$ cat config.mk
export PLATFORM = sky130hd
export DESIGN_NAME = i2st_top
export DESIGN_NICKNAME = d
export VERILOG_FILES = /design/src/i2st_top.v
export VERILOG_INCLUDE_DIRS = /design/src /design/src/src
export SDC_FILE = /design/constraint.sdc
export NUM_CORES = 1
export LEC_CHECK = 0
export BUFFER_PORTS_ARGS = -buffer_cell sky130_fd_sc_hd__buf_2
export CORE_MARGIN = 4
export CORE_UTILIZATION = 55
export DETAILED_ROUTE_END_ITERATION = 10
export PLACE_DENSITY = 0.8
export SETUP_SLACK_MARGIN = 0.1
export SLEW_MARGIN = 20
export SYNTH_ARGS = -nofsm -noshare
export SYNTH_HDL_FRONTEND = slang
export SYNTH_SLANG_ARGS = --single-unit
$ cat constraint.sdc
create_clock -name SYS_CLK -period 2.7 [get_ports SYS_CLK]
set_input_delay 0.54 -clock SYS_CLK [delete_from_list [all_inputs] [get_ports SYS_CLK]]
set_output_delay 0.54 -clock SYS_CLK [all_outputs]
set_load 0.1 [all_outputs]
$ cat src/i2st_regs.vh
// Register map, field positions and reset values of the serial bus status block.
// Included by the block's single design file; definitions only.
`ifndef I2ST_REGS_VH
`define I2ST_REGS_VH

// Register offsets (byte addresses, one 32-bit word each)
`define I2ST_OFF_STATUS 8'h00
`define I2ST_OFF_CTRL 8'h04
`define I2ST_OFF_RXHOLD 8'h08
`define I2ST_OFF_TXHOLD 8'h0C
`define I2ST_OFF_IRQ_STAT 8'h10
`define I2ST_OFF_IRQ_MASK 8'h14

// Status register bit positions
`define I2ST_ST_DATA 5
`define I2ST_ST_STOP 4
`define I2ST_ST_START 3
`define I2ST_ST_READ 2
`define I2ST_ST_RXFULL 1
`define I2ST_ST_TXFULL 0

// Control register fields
`define I2ST_CTRL_ADDR_HI 6
`define I2ST_CTRL_EN 7
`define I2ST_OWN_ADDR_RST 7'h2A
`define I2ST_EN_RST 1'h0

// Interrupt status and mask bit positions
`define I2ST_EV_RX 0
`define I2ST_EV_TXDONE 1
`define I2ST_EV_STOP 2
`define I2ST_EV_ADDR 3
`define I2ST_EV_W 4

// Bits in a byte on the wire, and the count that ends one
`define I2ST_BYTE_BITS 4'h8

`endif

$ cat src/i2st_top.v
// Status-flag tracker of a two-wire serial bus slave port, with register port and interrupt.
// Assumes SCL and SDA come from outside and are resolved by the bench from SDA_OE.
// How it works
// - Address match clears, received data byte sets data flag
// - Stop flag high only after last stop
// - Start flag high only after last start
// - Address byte bit sets read direction flag
// - Received byte sets full; software read clears
// - Software write sets transmit full; sent clears
// - Start and stop flags update together
//
// Our own choices: the strobed register port and the address map.
`timescale 1ns/1ps
`include "i2st_regs.vh"

module i2st_top (
    // Clock and reset
    input wire SYS_CLK,
    input wire SYS_RST,
    // Serial bus pins
    input wire SCL_IN,
    input wire SDA_IN,
    output reg SDA_OUT,
    output reg SDA_OE,
    // Register port
    input wire [7:0] ADDR,
    input wire [31:0] WDATA,
    input wire WR,
    input wire RD,
    output reg [31:0] RDATA,
    // Interrupt
    output reg IRQ
);

    localparam [2:0] ST_IDLE = 3'h0;
    localparam [2:0] ST_ADDR = 3'h1;
    localparam [2:0] ST_ACK_A = 3'h2;
    localparam [2:0] ST_RXD = 3'h3;
    localparam [2:0] ST_ACK_D = 3'h4;
    localparam [2:0] ST_TXD = 3'h5;
    localparam [2:0] ST_TXACK = 3'h6;

    // Synchronisers: stage one feeds stage two only
    reg scl_s1_reg;
    reg scl_s2_reg;
    reg scl_s3_reg;
    reg sda_s1_reg;
    reg sda_s2_reg;
    reg sda_s3_reg;

    reg [2:0] state_reg;
    reg [3:0] cnt_reg;
    reg [7:0] rx_sh_reg;
    reg [7:0] tx_sh_reg;
    reg nack_reg;
    reg [7:0] rx_hold_reg;
    reg [7:0] tx_hold_reg;
    reg [6:0] own_addr_reg;
    reg en_reg;
    // Status flags as software sees them
    reg data_reg;
    reg stop_reg;
    reg start_reg;
    reg read_reg;
    reg rxfull_reg;
    reg txfull_reg;
    reg [`I2ST_EV_W-1:0] ist_reg;
    reg [`I2ST_EV_W-1:0] imask_reg;

    wire scl_rise = scl_s2_reg & ~scl_s3_reg;
    wire scl_fall = ~scl_s2_reg & scl_s3_reg;
    wire scl_hi = scl_s2_reg & scl_s3_reg;
    // Conditions compare settled stages, so both lines are seen at one instant
    wire bus_start = scl_hi & sda_s3_reg & ~sda_s2_reg;
    wire bus_stop = scl_hi & ~sda_s3_reg & sda_s2_reg;
    wire byte_done = (cnt_reg == `I2ST_BYTE_BITS);
    // Own address only counts while the port is enabled
    wire addr_hit = en_reg && (rx_sh_reg[7:1] == own_addr_reg);
    wire wr_status = WR && (ADDR == `I2ST_OFF_CTRL);
    wire rd_rxhold = RD && (ADDR == `I2ST_OFF_RXHOLD);
    wire wr_txhold = WR && (ADDR == `I2ST_OFF_TXHOLD);

    // Events of this cycle, produced by the bus engine
    reg ev_rx;
    reg ev_txdone;
    reg ev_addr;
    always @* begin
        ev_rx = 1'b0;
        ev_txdone = 1'b0;
        ev_addr = 1'b0;
        if (!bus_start && !bus_stop && scl_fall) begin
            if (state_reg == ST_ADDR && byte_done && addr_hit) begin
                ev_addr = 1'b1;
            end
            if (state_reg == ST_RXD && byte_done) begin
                ev_rx = 1'b1;
            end
            if (state_reg == ST_TXD && byte_done) begin
                ev_txdone = 1'b1;
            end
        end
    end

    // Write decodes and event word of the interrupt status
    wire wr_irq_stat = WR && (ADDR == `I2ST_OFF_IRQ_STAT);
    wire wr_irq_mask = WR && (ADDR == `I2ST_OFF_IRQ_MASK);
    wire [`I2ST_EV_W-1:0] ev_vec = {ev_addr, bus_stop, ev_txdone, ev_rx};
    wire [`I2ST_EV_W-1:0] ist_clr = wr_irq_stat ? WDATA[`I2ST_EV_W-1:0] : {`I2ST_EV_W{1'b0}};

    always @(posedge SYS_CLK or posedge SYS_RST) begin
        if (SYS_RST) begin
            scl_s1_reg <= 1'h1;
            scl_s2_reg <= 1'h1;
            scl_s3_reg <= 1'h1;
            sda_s1_reg <= 1'h1;
            sda_s2_reg <= 1'h1;
            sda_s3_reg <= 1'h1;
        end else begin
            scl_s1_reg <= SCL_IN;
            scl_s2_reg <= scl_s1_reg;
            scl_s3_reg <= scl_s2_reg;
            sda_s1_reg <= SDA_IN;
            sda_s2_reg <= sda_s1_reg;
            sda_s3_reg <= sda_s2_reg;
        end
    end

    // Bus engine; conditions override any byte in progress
    always @(posedge SYS_CLK or posedge SYS_RST) begin
        if (SYS_RST) begin
            state_reg <= ST_IDLE;
            cnt_reg <= 4'h0;
            rx_sh_reg <= 8'h00;
            tx_sh_reg <= 8'h00;
            nack_reg <= 1'h0;
            SDA_OUT <= 1'h0;
            SDA_OE <= 1'h0;
            start_reg <= 1'h0;
            stop_reg <= 1'h0;
            data_reg <= 1'h0;
            read_reg <= 1'h0;
            rx_hold_reg <= 8'h00;
        end else begin
            SDA_OUT <= 1'h0;
            if (bus_start) begin
                start_reg <= 1'h1;
                stop_reg <= 1'h0;
                state_reg <= ST_ADDR;
                cnt_reg <= 4'h0;
                SDA_OE <= 1'h0;
            end else if (bus_stop) begin
                stop_reg <= 1'h1;
                start_reg <= 1'h0;
                state_reg <= ST_IDLE;
                SDA_OE <= 1'h0;
            end else begin
                case (state_reg)
                    ST_IDLE: begin
                        // Not addressed: stay off the line until the next start
                        SDA_OE <= 1'h0;
                    end
                    ST_ADDR, ST_RXD: begin
                        if (scl_rise && !byte_done) begin
                            rx_sh_reg <= {rx_sh_reg[6:0], sda_s2_reg};
                            cnt_reg <= cnt_reg + 4'h1;
                        end else if (scl_fall && byte_done) begin
                            if (state_reg == ST_RXD) begin
                                data_reg <= 1'h1;
                                rx_hold_reg <= rx_sh_reg;
                                SDA_OE <= 1'h1;
                                state_reg <= ST_ACK_D;
                            end else if (addr_hit) begin
                                data_reg <= 1'h0;
                                read_reg <= rx_sh_reg[0];
                                SDA_OE <= 1'h1;
                                state_reg <= ST_ACK_A;
                            end else begin
                                state_reg <= ST_IDLE;
                            end
                        end
                    end
                    ST_ACK_D: begin
                        if (scl_fall) begin
                            SDA_OE <= 1'h0;
                            cnt_reg <= 4'h0;
                            state_reg <= ST_RXD;
                        end
                    end
                    ST_ACK_A, ST_TXACK: begin
                        if (scl_rise && state_reg == ST_TXACK) begin
                            nack_reg <= sda_s2_reg;
                        end else if (scl_fall) begin
                            cnt_reg <= 4'h0;
                            if (state_reg == ST_ACK_A && !read_reg) begin
                                SDA_OE <= 1'h0;
                                state_reg <= ST_RXD;
                            end else if (state_reg == ST_TXACK && nack_reg) begin
                                // Master refused more data: release the line
                                SDA_OE <= 1'h0;
                                state_reg <= ST_IDLE;
                            end else begin
                                // An empty holding register still sends its old byte
                                // Drive a zero bit as pulled low, a one as released
                                SDA_OE <= ~tx_hold_reg[7];
                                tx_sh_reg <= {tx_hold_reg[6:0], 1'h0};
                                state_reg <= ST_TXD;
                            end
                        end
                    end
                    ST_TXD: begin
                        if (scl_rise && !byte_done) begin
                            cnt_reg <= cnt_reg + 4'h1;
                        end else if (scl_fall) begin
                            if (byte_done) begin
                                SDA_OE <= 1'h0;
                                nack_reg <= 1'h0;
                                state_reg <= ST_TXACK;
                            end else begin
                                SDA_OE <= ~tx_sh_reg[7];
                                tx_sh_reg <= {tx_sh_reg[6:0], 1'h0};
                            end
                        end
                    end
                    default: begin
                        SDA_OE <= 1'h0;
                        state_reg <= ST_IDLE;
                    end
                endcase
            end
        end
    end

    // Register side: flags, holding registers, interrupt
    always @(posedge SYS_CLK or posedge SYS_RST) begin
        if (SYS_RST) begin
            own_addr_reg <= `I2ST_OWN_ADDR_RST;
            en_reg <= `I2ST_EN_RST;
            tx_hold_reg <= 8'h00;
            rxfull_reg <= 1'h0;
            txfull_reg <= 1'h0;
            ist_reg <= {`I2ST_EV_W{1'b0}};
            imask_reg <= {`I2ST_EV_W{1'b0}};
            RDATA <= 32'h0000_0000;
            IRQ <= 1'h0;
        end else begin
            if (wr_status) begin
                own_addr_reg <= WDATA[`I2ST_CTRL_ADDR_HI:0];
                en_reg <= WDATA[`I2ST_CTRL_EN];
            end
            if (wr_txhold) begin
                tx_hold_reg <= WDATA[7:0];
            end
            if (wr_irq_mask) begin
                imask_reg <= WDATA[`I2ST_EV_W-1:0];
            end
            // set by received byte, wins over read clear
            if (ev_rx) begin
                rxfull_reg <= 1'h1;
            end else if (rd_rxhold) begin
                rxfull_reg <= 1'h0;
            end
            if (wr_txhold) begin
                txfull_reg <= 1'h1;
            end else if (ev_txdone) begin
                txfull_reg <= 1'h0;
            end
            // Sticky events, write one to clear; a new event wins
            ist_reg <= (ist_reg & ~ist_clr) | ev_vec;
            // Registered so the pin cannot glitch while status or mask change
            IRQ <= |(ist_reg & imask_reg);
            // Read data stand one cycle only, zero otherwise
            RDATA <= 32'h0000_0000;
            if (RD) begin
                case (ADDR)
                    `I2ST_OFF_STATUS: begin
                        RDATA[`I2ST_ST_DATA] <= data_reg;
                        RDATA[`I2ST_ST_STOP] <= stop_reg;
                        RDATA[`I2ST_ST_START] <= start_reg;
                        RDATA[`I2ST_ST_READ] <= read_reg;
                        RDATA[`I2ST_ST_RXFULL] <= rxfull_reg;
                        RDATA[`I2ST_ST_TXFULL] <= txfull_reg;
                    end
                    `I2ST_OFF_CTRL: begin
                        RDATA[`I2ST_CTRL_ADDR_HI:0] <= own_addr_reg;
                        RDATA[`I2ST_CTRL_EN] <= en_reg;
                    end
                    `I2ST_OFF_RXHOLD: RDATA[7:0] <= rx_hold_reg;
                    `I2ST_OFF_TXHOLD: RDATA[7:0] <= tx_hold_reg;
                    `I2ST_OFF_IRQ_STAT: RDATA[`I2ST_EV_W-1:0] <= ist_reg;
                    `I2ST_OFF_IRQ_MASK: RDATA[`I2ST_EV_W-1:0] <= imask_reg;
                    default: RDATA <= 32'h0000_0000;
                endcase
            end
        end
    end

endmodule // i2st_top

* Word level (Yosys, flattened, before mapping)
Index checks and enable logic that the tools add are counted.
Operators by class: $add $sub $neg 1, multiply operators 0, div/mod/pow operators 0, $lt $le $gt $ge 0, eq/ne operators 35, shift operators 0, mux-type cells 70, bitwise gates (word level) 21, reduce and logical (&&, ||, !) cells 42
Operator list (number):
- 8-bit two-way mux | 8
- 3-bit two-way mux | 13
- 1-bit two-way mux | 34
- 4-bit != test (second input constant) | 8
- 4-bit two-way mux | 6
- 4-bit one-hot mux with 6 select lines | 1
- 2-bit != test (second input constant) | 10
- 1-bit logical AND | 17
- 8-bit by 4-bit == test with 1-bit output (second input constant) | 2
- 8-bit by 5-bit == test with 1-bit output (second input constant) | 2
- 8-bit one-hot mux with 2 select lines | 1
- 3-bit one-hot mux with 5 select lines | 1
- 7-bit AND reduction | 2
- 4-bit one-hot mux with 3 select lines | 1
- 6-bit AND reduction | 2
- 1-bit inverter | 10
- 10-bit AND reduction | 1
- 2-bit nonzero test | 5
- 3-bit == test (second input constant) | 3
- 9-bit AND reduction | 1
- 4-bit bitwise AND | 2
- 8-bit by 3-bit == test with 1-bit output (second input constant) | 1
- 8-bit logical NOT | 1
- 2-bit one-hot mux with 4 select lines | 1
- other kinds (23) | 36
Word-level totals: register bits 102, latch bits 0, memory bits (writable) 0, ROM bits 0, input bits 46, output and inout bits 35, logic and storage cells 195, memories 0

* Longest topological paths before layout
Gate-level depths: netlist of run 1.
word-level depth 9, mapped depth 7, depth with buffers taken out 6

* Least setup slack after synthesis of run 1
No wires, ideal clock.
path kind input to register, start point input port ADDR[1], end point register tx_hold_reg[0], setup time 0.125 ns, data arrival time 2.027 ns, data required time 2.575 ns, path slack 0.548 ns, cell stages on the path 5, buffers on the path 1, path through or3_4 > or4b_4 > buf_6 > nor2_8 > mux2_4
On the way: longest elaborated chain between the ends 2
Ends and longest elaborated chain:
- from (decl) | line i2st_top.v:26 | input wire [7:0] ADDR,
- 8-bit by 4-bit == test with 1-bit output
- 1-bit logical AND | line i2st_top.v:81 | wire wr_txhold = WR && (ADDR == `I2ST_OFF_TXHOLD);
- to (signal assigned) | line i2st_top.v:251 | tx_hold_reg <= WDATA[7:0];
- to (decl) | line i2st_top.v:57 | reg [7:0] tx_hold_reg;
Every way passes these cells. A chain may end at the register's enable or synchronous reset.

* Worst setup path after layout of run 1
start point register state_reg[2], end point register tx_sh_reg[2]
On the way: longest elaborated chain between the ends 4
Ends and longest elaborated chain:
- from (decl) | line i2st_top.v:51 | reg [2:0] state_reg;
- from (signal assigned) | line i2st_top.v:131 | state_reg <= ST_IDLE;
- from (signal assigned) | line i2st_top.v:148 | state_reg <= ST_ADDR;
- from (signal assigned) | line i2st_top.v:154 | state_reg <= ST_IDLE;
- 3-bit == test or 3-bit by 2-bit == test with 1-bit output (tied branches)
- 2-bit OR reduction, or another cell as far along | line i2st_top.v:157 | case (state_reg)
- 2-bit != test (no line) or 2-bit nonzero test (tied branches)
- 10-bit AND reduction (no line)
- to (signal assigned) | line i2st_top.v:205 | tx_sh_reg <= {tx_hold_reg[6:0], 1'h0};
- to (signal assigned) | line i2st_top.v:220 | tx_sh_reg <= {tx_sh_reg[6:0], 1'h0};
- to (decl) | line i2st_top.v:54 | reg [7:0] tx_sh_reg;
Parallel ways exist; a longest one is shown, timed or not.

==> results.yml, run 1 <==
finish:
  nets: 415
  drive_gt1_share_pct: 33.33
  fillerInstances: 565
  diodes: 0
  final_cells: 468
  layout_common_cells: "68 x dfrtp_1, 38 x mux2_2, 34 x nand2_1"
  fin_util_pct: 63.06
  final_common_cell: "dfrtp_1"
  area_delta_synth_final_pct: 10.39
hold_path:
  hold_class: "in -> async"
routing:
  wirelength_um: 7995
  antenna_left: 0
  num_vias: 2589
  wl_per_cell_um: 17.08
  vias_per_cell: 5.532
  drtPass1Iterations: 4
  first_iter_violations: 159
  drc: 0
floorplanning:
  core_um2: 6832
  die_y_um: 92.24
  start_util_pct: 57.12
  row_count: 30
  dieWidth_um: 92.24
  dieArea_um2: 8507
  ioPinCount: 81
sta:
  rsz0062_at_grt: "false"
  slew_viol_final: 0
  fmax_mhz: 466.0
  fin_ws_ns: 0.5540
  tightest_slew_ns: 0.5722
  setup_viol: 0
  period_share_pct: 79.48
  setup_tns_ns: 0
  relSlewSlack_pct: 61.85
  fin_skew_ns: 0.005336
  timing.final.hold_violations: 0
  min_period_ns: 2.146
cts:
  clk_pin_slew_ns: 0.08
  cts_resized: 0
  postCtsHoldBufs: 0
  clk_latency_ns: 0.36
  cts_buffers: 9
  cts_tree: "done"
  cts_setup_buffers: 0
  cts.sink_count: 77
  clockBufferDepth: 2
  ctsRootBufferMaster: "clkbuf_8"
  cts_max_level: 3
grt:
  grt_max_degree: 47
  grt_pass1_vias: 2588
  busiest_layer: "met2"
  met1_usage_pct: 26.69
  grt.total_usage_pct: 20.32
  grt_pass1_wl_um: 13230
  antenna_found_initial: 0
  globalRouteMet3Util_pct: 4.020
  gr-usage-met2_pct: 32.97
  grt-ovfl-total: 0
placed_design:
  place_ws_ns: 0.3855
  gp_congestion: 0.9041
  dpl.cell_count: 452
  dp_hpwl_um: 5866
  port_buffers: 31
setup_path:
  critPathArrivalTime_ns: 2.39
  crit_required_ns: 2.95
  crit_path_end_kind: "register"
  start_kind: "register"
  critical_path_class: "reg -> reg"
  crit_path_max_fanout: 19
logic_synthesis:
  synth_ff_type: "dfrtp_1"
  netlist_area_um2: 3902
  synthDistinctLibCells: 59
  yosysSeqAreaShare_pct: 49.66
  async_flop_share_pct: 100.0
  synth_edf_count: 0
  ys_ff_latch: 77
  synthCells: 330
  ys_warn_count: 0
  avgSynthCellArea_um2: 11.83
outcome:
  status: "finished, final reports clean"
job:
  cap_viol_max_count: 0
power:
  ir_worst_vdd_uv: 404.4
  power.density_nw_per_um2: 760.5
  p_leak_nw: 2.081
-- through the flow --
stage / cell area [um^2] / power [mW] / hold slack [ns]
floorplan: 3993 / 2.160 / 0.3452
global placement: 4085 / 2.269 / 0.3472
detailed placement: 4085 / 2.309 / 0.3476
CTS: 4308 / 3.286 / 0.2593
global route: 4308 / 3.447 / 0.2598
finish: 4308 / 3.276 / 0.2517
-- worst max-delay path, stage by stage (launching register included) --
cell      delay, ns
dfrtp_1        0.68
nor2_1         0.11
a2111o_1       0.42
a21oi_2        0.42
mux2_2         0.39
-- worst paths after layout --
kind	to	slack (ns)	cells after the start	start
setup / recovery	tx_sh_reg[2]$_DFFE_PP0P_	0.55	4	state_reg[2]$_DFFE_PP0P_
hold / removal	state_reg[0]$_DFFE_PP0P_	0.25	3	SYS_RST
setup reg to reg	tx_sh_reg[2]$_DFFE_PP0P_	0.55	4	state_reg[2]$_DFFE_PP0P_
hold reg to reg	sda_s2_reg$_DFF_PP1_	0.36	0	sda_s1_reg$_DFF_PP1_
max in group asynchronous	rx_hold_reg[2]$_DFFE_PP0P_	1.98	3	SYS_RST
min in group SYS_CLK	scl_s1_reg$_DFF_PP1_	0.27	1	SCL_IN
-- kinds of logic (layout without fill, tap and decap cells) --
| kind of cell | after synthesis | in the layout | synth area share, % |
|---|---|---|---|
| other cells | 1 | 25 | 0.09609 |
| fa+ha+maj | 2 | 2 | 0.6411 |
| buf+inv | 46 | 64 | 7.246 |
| flops | 77 | 77 | 49.66 |
| compound gates | 40 | 40 | 7.439 |
| xor+xnor | 10 | 10 | 2.244 |
| simple gates | 96 | 96 | 13.63 |
| mux | 58 | 58 | 19.04 |
-- synthesized netlist by cell type, drive strengths merged (5+ instances only) --
cell | count | share of area (%)
a31oi | 5 | 0.80
and2 | 7 | 1.1
buf | 32 | 5.9
clkbuf | 5 | 0.48
dfrtp | 68 | 44
dfstp | 9 | 6.1
inv | 9 | 0.87
mux2 | 46 | 14
mux2i | 6 | 1.5
mux4 | 6 | 3.5
nand2 | 34 | 3.3
nor2 | 12 | 1.6
nor2b | 6 | 0.96
o21ai | 7 | 0.90
xor2 | 7 | 1.6
-- layer usage --
layer,vias up,share of wire (%)
met2,89,47
met4,0,2.8
met5,-,0
met1,1287,44
met3,19,5.5
li1,1194,-
-- area by class of cell --
class	count	area (um^2)	share of cell area (%)
flip-flops and latches	77	1938	44.99
well taps	96	120.1	2.788
clock buffers	11	141.4	3.282
multi-input cells	231	1778	41.27
repair buffers	39	215.2	4.996
inverters	9	33.78	0.7842
clock inverters	5	81.33	1.888
-- power breakdown --
group          switching, mW  leakage, nW  internal [mW]
logic                  0.501        0.971          0.296
registers              0.207         1.00           1.29
clock network          0.431        0.110          0.548
total                   1.14         2.08           2.14
No activity file was read; power rests on OpenSTA's default activity.
==> inputs of run 2 (changes only) <==
--- a/config.mk
+++ b/config.mk
@@ -6,6 +6,7 @@
 export SDC_FILE = /design/constraint.sdc
 export NUM_CORES = 1
 export LEC_CHECK = 0
+export ABC_AREA = 1
 export BUFFER_PORTS_ARGS = -buffer_cell sky130_fd_sc_hd__buf_2
 export CORE_MARGIN = 4
 export CORE_UTILIZATION = 55
==> constraint.sdc (replaced) <==
create_clock -name SYS_CLK -period 2.1 [get_ports SYS_CLK]
set_input_delay 0.42 -clock SYS_CLK [delete_from_list [all_inputs] [get_ports SYS_CLK]]
set_output_delay 0.42 -clock SYS_CLK [all_outputs]
set_load 0.1 [all_outputs]
==> run 2 against run 1 <==
Clock skew increased by 0.010 ns. Core utilization increased by 0.56 points. Synthesized cell count increased by 54%. Design area increased by 2.0%. Register-to-register slack got worse by 0.22 ns. Clock power increased by 16%. Worst hold slack got worse by 0.097 ns. Area after synthesis increased by 1.7%. Worst setup slack got worse by 0.22 ns. Total power decreased by 0.70%. Global-route usage increased by 2.6 points. Non-clock buffer count increased by 1. Critical endpoint is now rx_sh_reg[4]$_DFFE_PP0P_.
==> results.yml, run 2 <==
floorplanning:
  row_count: 30
  die_y_um: 92.96
  dieArea_um2: 8642
  ioPinCount: 81
  core_um2: 6907
  dieWidth_um: 92.96
  start_util_pct: 57.48
logic_synthesis:
  synth_ff_type: "dfrtp_1"
  synth_top_cells_by_count: "143 x nand2_1, 70 x o21ai_0, 68 x dfrtp_1, 68 x inv_1, 35 x nor2_1"
  avgSynthCellArea_um2: 7.800
  synthDominantCellAreaShare_pct: 42.86
  synthTopCellsByArea: "dfrtp_1 43%, nand2_1 14%, o21ai_0 8.8%, inv_1 6.4%, dfstp_2 6.0%"
  yosysMostFrequentCell: "nand2_1"
  ys_warn_count: 0
  synthDistinctLibCells: 32
  synthCells: 509
  yosysSeqAreaShare_pct: 48.82
  synth_edf_count: 0
  yosys.area.top_type: "dfrtp_1"
  netlist_area_um2: 3970
  async_flop_share_pct: 100.0
  ys_ff_latch: 77
cts:
  cts_buffers: 9
  cts_tree: "done"
  cts_resized: 0
  ctsRootBufferMaster: "clkbuf_8"
  clk_latency_ns: 0.36
  cts_max_level: 3
  clockBufferDepth: 2
  clk_pin_slew_ns: 0.08
  postCtsHoldBufs: 0
  cts_setup_buffers: 0
  cts.sink_count: 77
finish:
  area_delta_synth_final_pct: 10.68
  drive_gt1_share_pct: 16.49
  final_common_cell: "nand2_1"
  fin_area_um2: 4394
  layout_common_cells: "142 x nand2_1, 70 x o21ai_0, 68 x dfrtp_1"
  final_cells: 654
  fillerInstances: 619
  multi_input_area_um2: 1613
  diodes: 0
  register_area_um2: 1938
  nets: 601
routing:
  num_vias: 3355
  wl_per_cell_um: 13.85
  drtPass1Iterations: 5
  drc: 0
  first_iter_violations: 178
  vias_per_cell: 5.130
  antenna_left: 0
  wirelength_um: 9055
job:
  cap_viol_max_count: 0
sta:
  fmax_mhz: 567.3
  rsz0062_at_grt: "false"
  period_share_pct: 83.93
  relSlewSlack_pct: 50.05
  setup_tns_ns: 0
  timing.final.hold_violations: 0
  setup_viol: 0
  slew_viol_final: 0
  fin_skew_ns: 0.01558
  tightest_slew_ns: 0.7476
  min_period_ns: 1.763
setup_path:
  timing.rr.start: "cnt_reg[0]$_DFFE_PP0P_"
  r2r_setup_slack_ns: 0.34
  cpMostUsedCell: "nand2_1"
  rr_worst_depth: 7
  critical_path_class: "reg -> reg"
  crit_path_max_incr_delay_ns: 0.39
  crit_path_end_kind: "register"
  crit_required_ns: 2.36
  crit_path_max_fanout: 16
  r2r-end: "rx_sh_reg[4]$_DFFE_PP0P_"
  start_kind: "register"
  critPathArrivalTime_ns: 2.02
  cp_cell_sequence: "inv_1 -> ha_1 -> nand2_1 -> nor2_4 -> nor2_1 -> nand2_1 -> o21ai_0"
  cp_slowest_cell: "dfrtp_1"
power:
  ir_worst_vdd_uv: 392.5
  power.density_nw_per_um2: 740.4
  pwr-share-comb_pct: 15.3
  p_int_mw: 2.234
  seq_power_share_pct: 49.6
  finalPower_mw: 3.254
  p_sw_share_pct: 31.34
  p_leak_nw: 2.179
  switchingPower_mw: 1.020
  clock_power_share_pct: 35.1
outcome:
  status: "finished, final reports clean"
grt:
  grt_pass1_wl_um: 15340
  grt_pass1_vias: 3252
  grt-ovfl-total: 0
  grt.total_usage_pct: 22.89
  antenna_found_initial: 0
  grt_max_degree: 35
placed_design:
  gp_congestion: 0.9096
  dpl.cell_count: 638
  dp_hpwl_um: 6908
  port_buffers: 31
  dpl-instance-area_um2: 4184
hold_path:
  hold_depth: 1
  hold_path_end: "scl_s1_reg$_DFF_PP1_"
  hold_start: "SCL_IN"
  hold_class: "in -> reg"
[run 2: cell types whose count changed in the layout (fill, tap and decap cells not counted), sizes merged, moves of 7 or more]
cell   previous run  this run
a21oi             3        17
and2              7         0
inv              10        74
mux2             46         0
nand2            34       149
nand3             3        22
nor2             12        41
o21ai             7        77
[run 2: per-stage QoR]
| stage | hold slack (ns) | worst slack, ns | util (%) |
|---|---|---|---|
| floorplan | 0.3452 | 0.5038 | - |
| global placement | 0.3467 | 0.2967 | 60.58 |
| detailed placement | 0.3485 | 0.2496 | 60.58 |
| CTS | 0.1490 | 0.2523 | 63.51 |
| global route | 0.1469 | 0.1439 | 63.62 |
| finish | 0.1551 | 0.3374 | 63.62 |
[run 2: cell type report]
class | instances | area share [%]
inverters | 75 | 6.492
flip-flops and latches | 77 | 44.11
multi-input cells | 350 | 36.70
repair buffers | 40 | 5.353
well taps | 96 | 2.733
clock buffers | 11 | 3.218
clock inverters | 5 | 1.395
[run 2: worst max-delay path, delay by kind of cell (launching register included)]
family	cells	cell delay [ns]
adders and majority gates	1	0.20
and+or+nand+nor	4	0.69
buffers and inverters	1	0.08
AOI/OAI and AO/OA	1	0.31
DFF	1	0.39
[run 2: how the worst max path moves through the flow]
stage | endpoint | slack, ns | cells after the start | from
finish | rx_sh_reg[4]$_DFFE_PP0P_ | 0.34 | 7 | cnt_reg[0]$_DFFE_PP0P_
global placement | state_reg[0]$_DFFE_PP0P_ | 0.30 | 11 | cnt_reg[0]$_DFFE_PP0P_
detailed placement | state_reg[1]$_DFFE_PP0P_ | 0.25 | 11 | cnt_reg[0]$_DFFE_PP0P_
global route | rx_sh_reg[6]$_DFFE_PP0P_ | 0.14 | 7 | cnt_reg[0]$_DFFE_PP0P_
floorplan | state_reg[1]$_DFFE_PP0P_ | 0.50 | 11 | cnt_reg[0]$_DFFE_PP0P_
CTS | state_reg[1]$_DFFE_PP0P_ | 0.25 | 12 | cnt_reg[0]$_DFFE_PP0P_
[run 2: power groups by stage]
stage                     Sequential (mW)  Clock (mW)  Combinational (mW)
after floorplan                      1.64           0               0.418
after CTS                            1.61        1.16               0.499
after detailed placement             1.64           0               0.498
final                                1.61        1.14               0.498
after global routing                 1.62        1.23               0.548
after global placement               1.64           0               0.483
[run 2: per-layer routing]
layer / GRT usage, % / share of wire [%] / up-vias
met5: 0 / 0 / -
met4: 9.035 / 2.1 / 0
met3: 4.549 / 5.6 / 17
li1: - / - / 1634
met1: 30.94 / 44 / 1589
met2: 36.23 / 48 / 115
[run 2: kinds of logic after synthesis]
family                     count (synthesis)  synth area share (%)
other                                      1               0.09446
and+or+nand+nor                          222                 24.01
xor gates and xnor gates                   2                0.4413
DFF                                       77                 48.82
AOI/OAI and AO/OA                         99                 12.98
adders and majority gates                  2                0.6302
buffers and inverters                    106                 13.02
==> inputs of run 3 (changes only) <==
==> constraint.sdc (replaced) <==
create_clock -name SYS_CLK -period 1.76 [get_ports SYS_CLK]
set_input_delay 0.352 -clock SYS_CLK [delete_from_list [all_inputs] [get_ports SYS_CLK]]
set_output_delay 0.352 -clock SYS_CLK [all_outputs]
set_load 0.1 [all_outputs]
==> run 3 against run 2 <==
Sequential share of layout area fell by 2.5 points. Clock skew fell by 0.0050 ns. Largest power group unchanged. Global-route usage fell by 0.39 points. Largest cell class unchanged. Sequential cell count did not move. Sequential power rose by 19%. First-iteration DRC count rose by 13%. Critical endpoint is now tx_sh_reg[1]$_DFFE_PP0P_. Final cell count rose by 2.0%. Clock power rose by 44%. Routed wire length rose by 2.5%. Via count rose by 3.2%. Combinational power rose by 27%. Worst setup slack got worse by 0.25 ns.
==> results.yml, run 3 (synthesized netlist as in run 2, its figures left out) <==
setup_path:
  crit_path_end_kind: "register"
  critical_path_class: "reg -> reg"
  crit_required_ns: 2.01
  cp_cell_sequence: "inv_2 -> ha_1 -> nand2_2 -> nor2_4 -> buf_4 -> buf_4 -> a21oi_4 -> nand3_4 -> nand2_2 -> o21ai_2"
  crit_path_max_incr_delay_ns: 0.37
  cp_slowest_cell: "dfrtp_1"
  start_kind: "register"
  critPathArrivalTime_ns: 1.92
  crit_path_max_fanout: 7
grt:
  grt.total_usage_pct: 22.51
  grt-ovfl-total: 0
  antenna_found_initial: 0
  grt_pass1_vias: 3252
  grt_max_degree: 32
  grt_pass1_wl_um: 15290
cts:
  cts_tree: "done"
  clk_latency_ns: 0.36
  cts_buffers: 9
  clockBufferDepth: 2
  clk_pin_slew_ns: 0.08
  cts_max_level: 3
  ctsRootBufferMaster: "clkbuf_8"
  postCtsHoldBufs: 0
  cts.sink_count: 77
finish:
  nets: 614
  layout_common_cells: "136 x nand2_1, 69 x o21ai_0, 67 x dfrtp_1"
  fillerInstances: 616
  drive_gt1_share_pct: 22.24
  final_common_cell: "nand2_1"
  area_delta_synth_final_pct: 17.43
  final_cells: 667
  diodes: 0
power:
  clock_power_share_pct: 39.1
  pwr-share-comb_pct: 15.1
  p_leak_nw: 2.284
  seq_power_share_pct: 45.8
  switchingPower_mw: 1.237
  power.density_nw_per_um2: 901.3
  ir_worst_vdd_uv: 519.3
  p_sw_share_pct: 29.43
  finalPower_mw: 4.202
  p_int_mw: 2.965
placed_design:
  port_buffers: 31
  dpl.cell_count: 647
  dp_hpwl_um: 6745
  gp_congestion: 0.9176
routing:
  vias_per_cell: 5.189
  antenna_left: 0
  drc: 0
  wirelength_um: 9279
  drtPass1Iterations: 5
  wl_per_cell_um: 13.91
  first_iter_violations: 202
  num_vias: 3461
sta:
  min_period_ns: 1.670
  fmax_mhz: 598.7
  relSlewSlack_pct: 65.33
  slew_viol_final: 0
  fin_skew_ns: 0.01062
  setup_viol: 0
  rsz0062_at_grt: "true"
  period_share_pct: 94.90
  timing.final.hold_violations: 0
  tightest_slew_ns: 0.5190
floorplanning:
  dieWidth_um: 92.96
  row_count: 30
  die_y_um: 92.96
  dieArea_um2: 8642
  start_util_pct: 57.48
  ioPinCount: 81
  core_um2: 6907
outcome:
  status: "finished, final reports clean"
hold_path:
  hold_class: "in -> async"
job:
  cap_viol_max_count: 0
[run 3: cell count changes in the layout (fill, tap and decap cells not counted), sizes merged]
cell      delta
nand3        +1
inv          -1
buf         +12
clkinv       +1
clkinvlp     -1
bufinv       +2
clkbuf       -1
[run 3: per-stage QoR]
stage          area (um^2)  TNS [ns]  utilization, %  setup WS [ns]  hold slack (ns)
3_5_place_dp          4277         0           61.92        0.07437           0.3473
5_1_grt               4662   -0.1050           67.50       -0.02736          0.05623
4_1_cts               4533         0           65.63         0.1061          0.04042
3_3_place_gp          4277         0           61.92         0.1365           0.3469
2_1_floorplan         4064         0               -         0.1638           0.3452
6_report              4662         0           67.50        0.08975          0.03123
[run 3: path summary, 6_finish.rpt]
path                                   startpoint                     endpoint  cells after the start  slack, ns
setup reg to reg           cnt_reg[0]$_DFFE_PP0P_     tx_sh_reg[1]$_DFFE_PP0P_                     10       0.09
setup / recovery           cnt_reg[0]$_DFFE_PP0P_     tx_sh_reg[1]$_DFFE_PP0P_                     10       0.09
hold / removal                            SYS_RST     tx_sh_reg[5]$_DFFE_PP0P_                      2       0.03
hold reg to reg              sda_s1_reg$_DFF_PP1_         sda_s2_reg$_DFF_PP1_                      0       0.36
min in group SYS_CLK                       SDA_IN         sda_s1_reg$_DFF_PP1_                      1       0.09
max in group asynchronous                 SYS_RST  own_addr_reg[3]$_DFFE_PP1P_                      3       1.16
[run 3: layer usage]
| metal | vias to the layer above | wire length, um | global-route usage (%) |
|---|---|---|---|
| li1 | 1672 | - | - |
| met1 | 1661 | 4018 | 29.75 |
| met2 | 112 | 4575 | 37.13 |
| met3 | 16 | 559 | 5.037 |
| met4 | 0 | 125 | 6.471 |
| met5 | - | 0 | 0 |
[run 3: power by group through the flow]
| stage | sequential [mW] | combinational [mW] | clock, mW |
|---|---|---|---|
| after global routing | 1.93 | 0.694 | 1.74 |
| after global placement | 1.95 | 0.594 | 0 |
| final | 1.92 | 0.634 | 1.64 |
| after floorplan | 1.96 | 0.499 | 0 |
| after CTS | 1.92 | 0.614 | 1.64 |
| after detailed placement | 1.96 | 0.610 | 0 |
[run 3: cell type report]
type	instances	area, um^2	area share (%)
sequential	77	1939	41.60
multi-input combinational	351	1704	36.55
timing repair buffer	52	357.8	7.676
inverter	75	292.8	6.280
clock buffer	10	137.6	2.952
tap	96	120.1	2.576
clock inverter	6	110.1	2.362
[run 3: repair_timing]
| item | CTS | global route |
|---|---|---|
| cloned | 0 | 1 |
| pin swaps | 0 | 9 |
| buffers inserted | 0 | 3 |
| resized for setup | 3 | 32 |
| endpoints found under the setup margin | 6 | 26 |
[run 3: worst max-delay path: cells and delay by family, from the launching register on]
kind | cells | cell delay, ns
simple gates | 4 | 0.47
fa+ha+maj | 1 | 0.19
flops | 1 | 0.37
buf+inv | 3 | 0.30
compound gates | 2 | 0.23
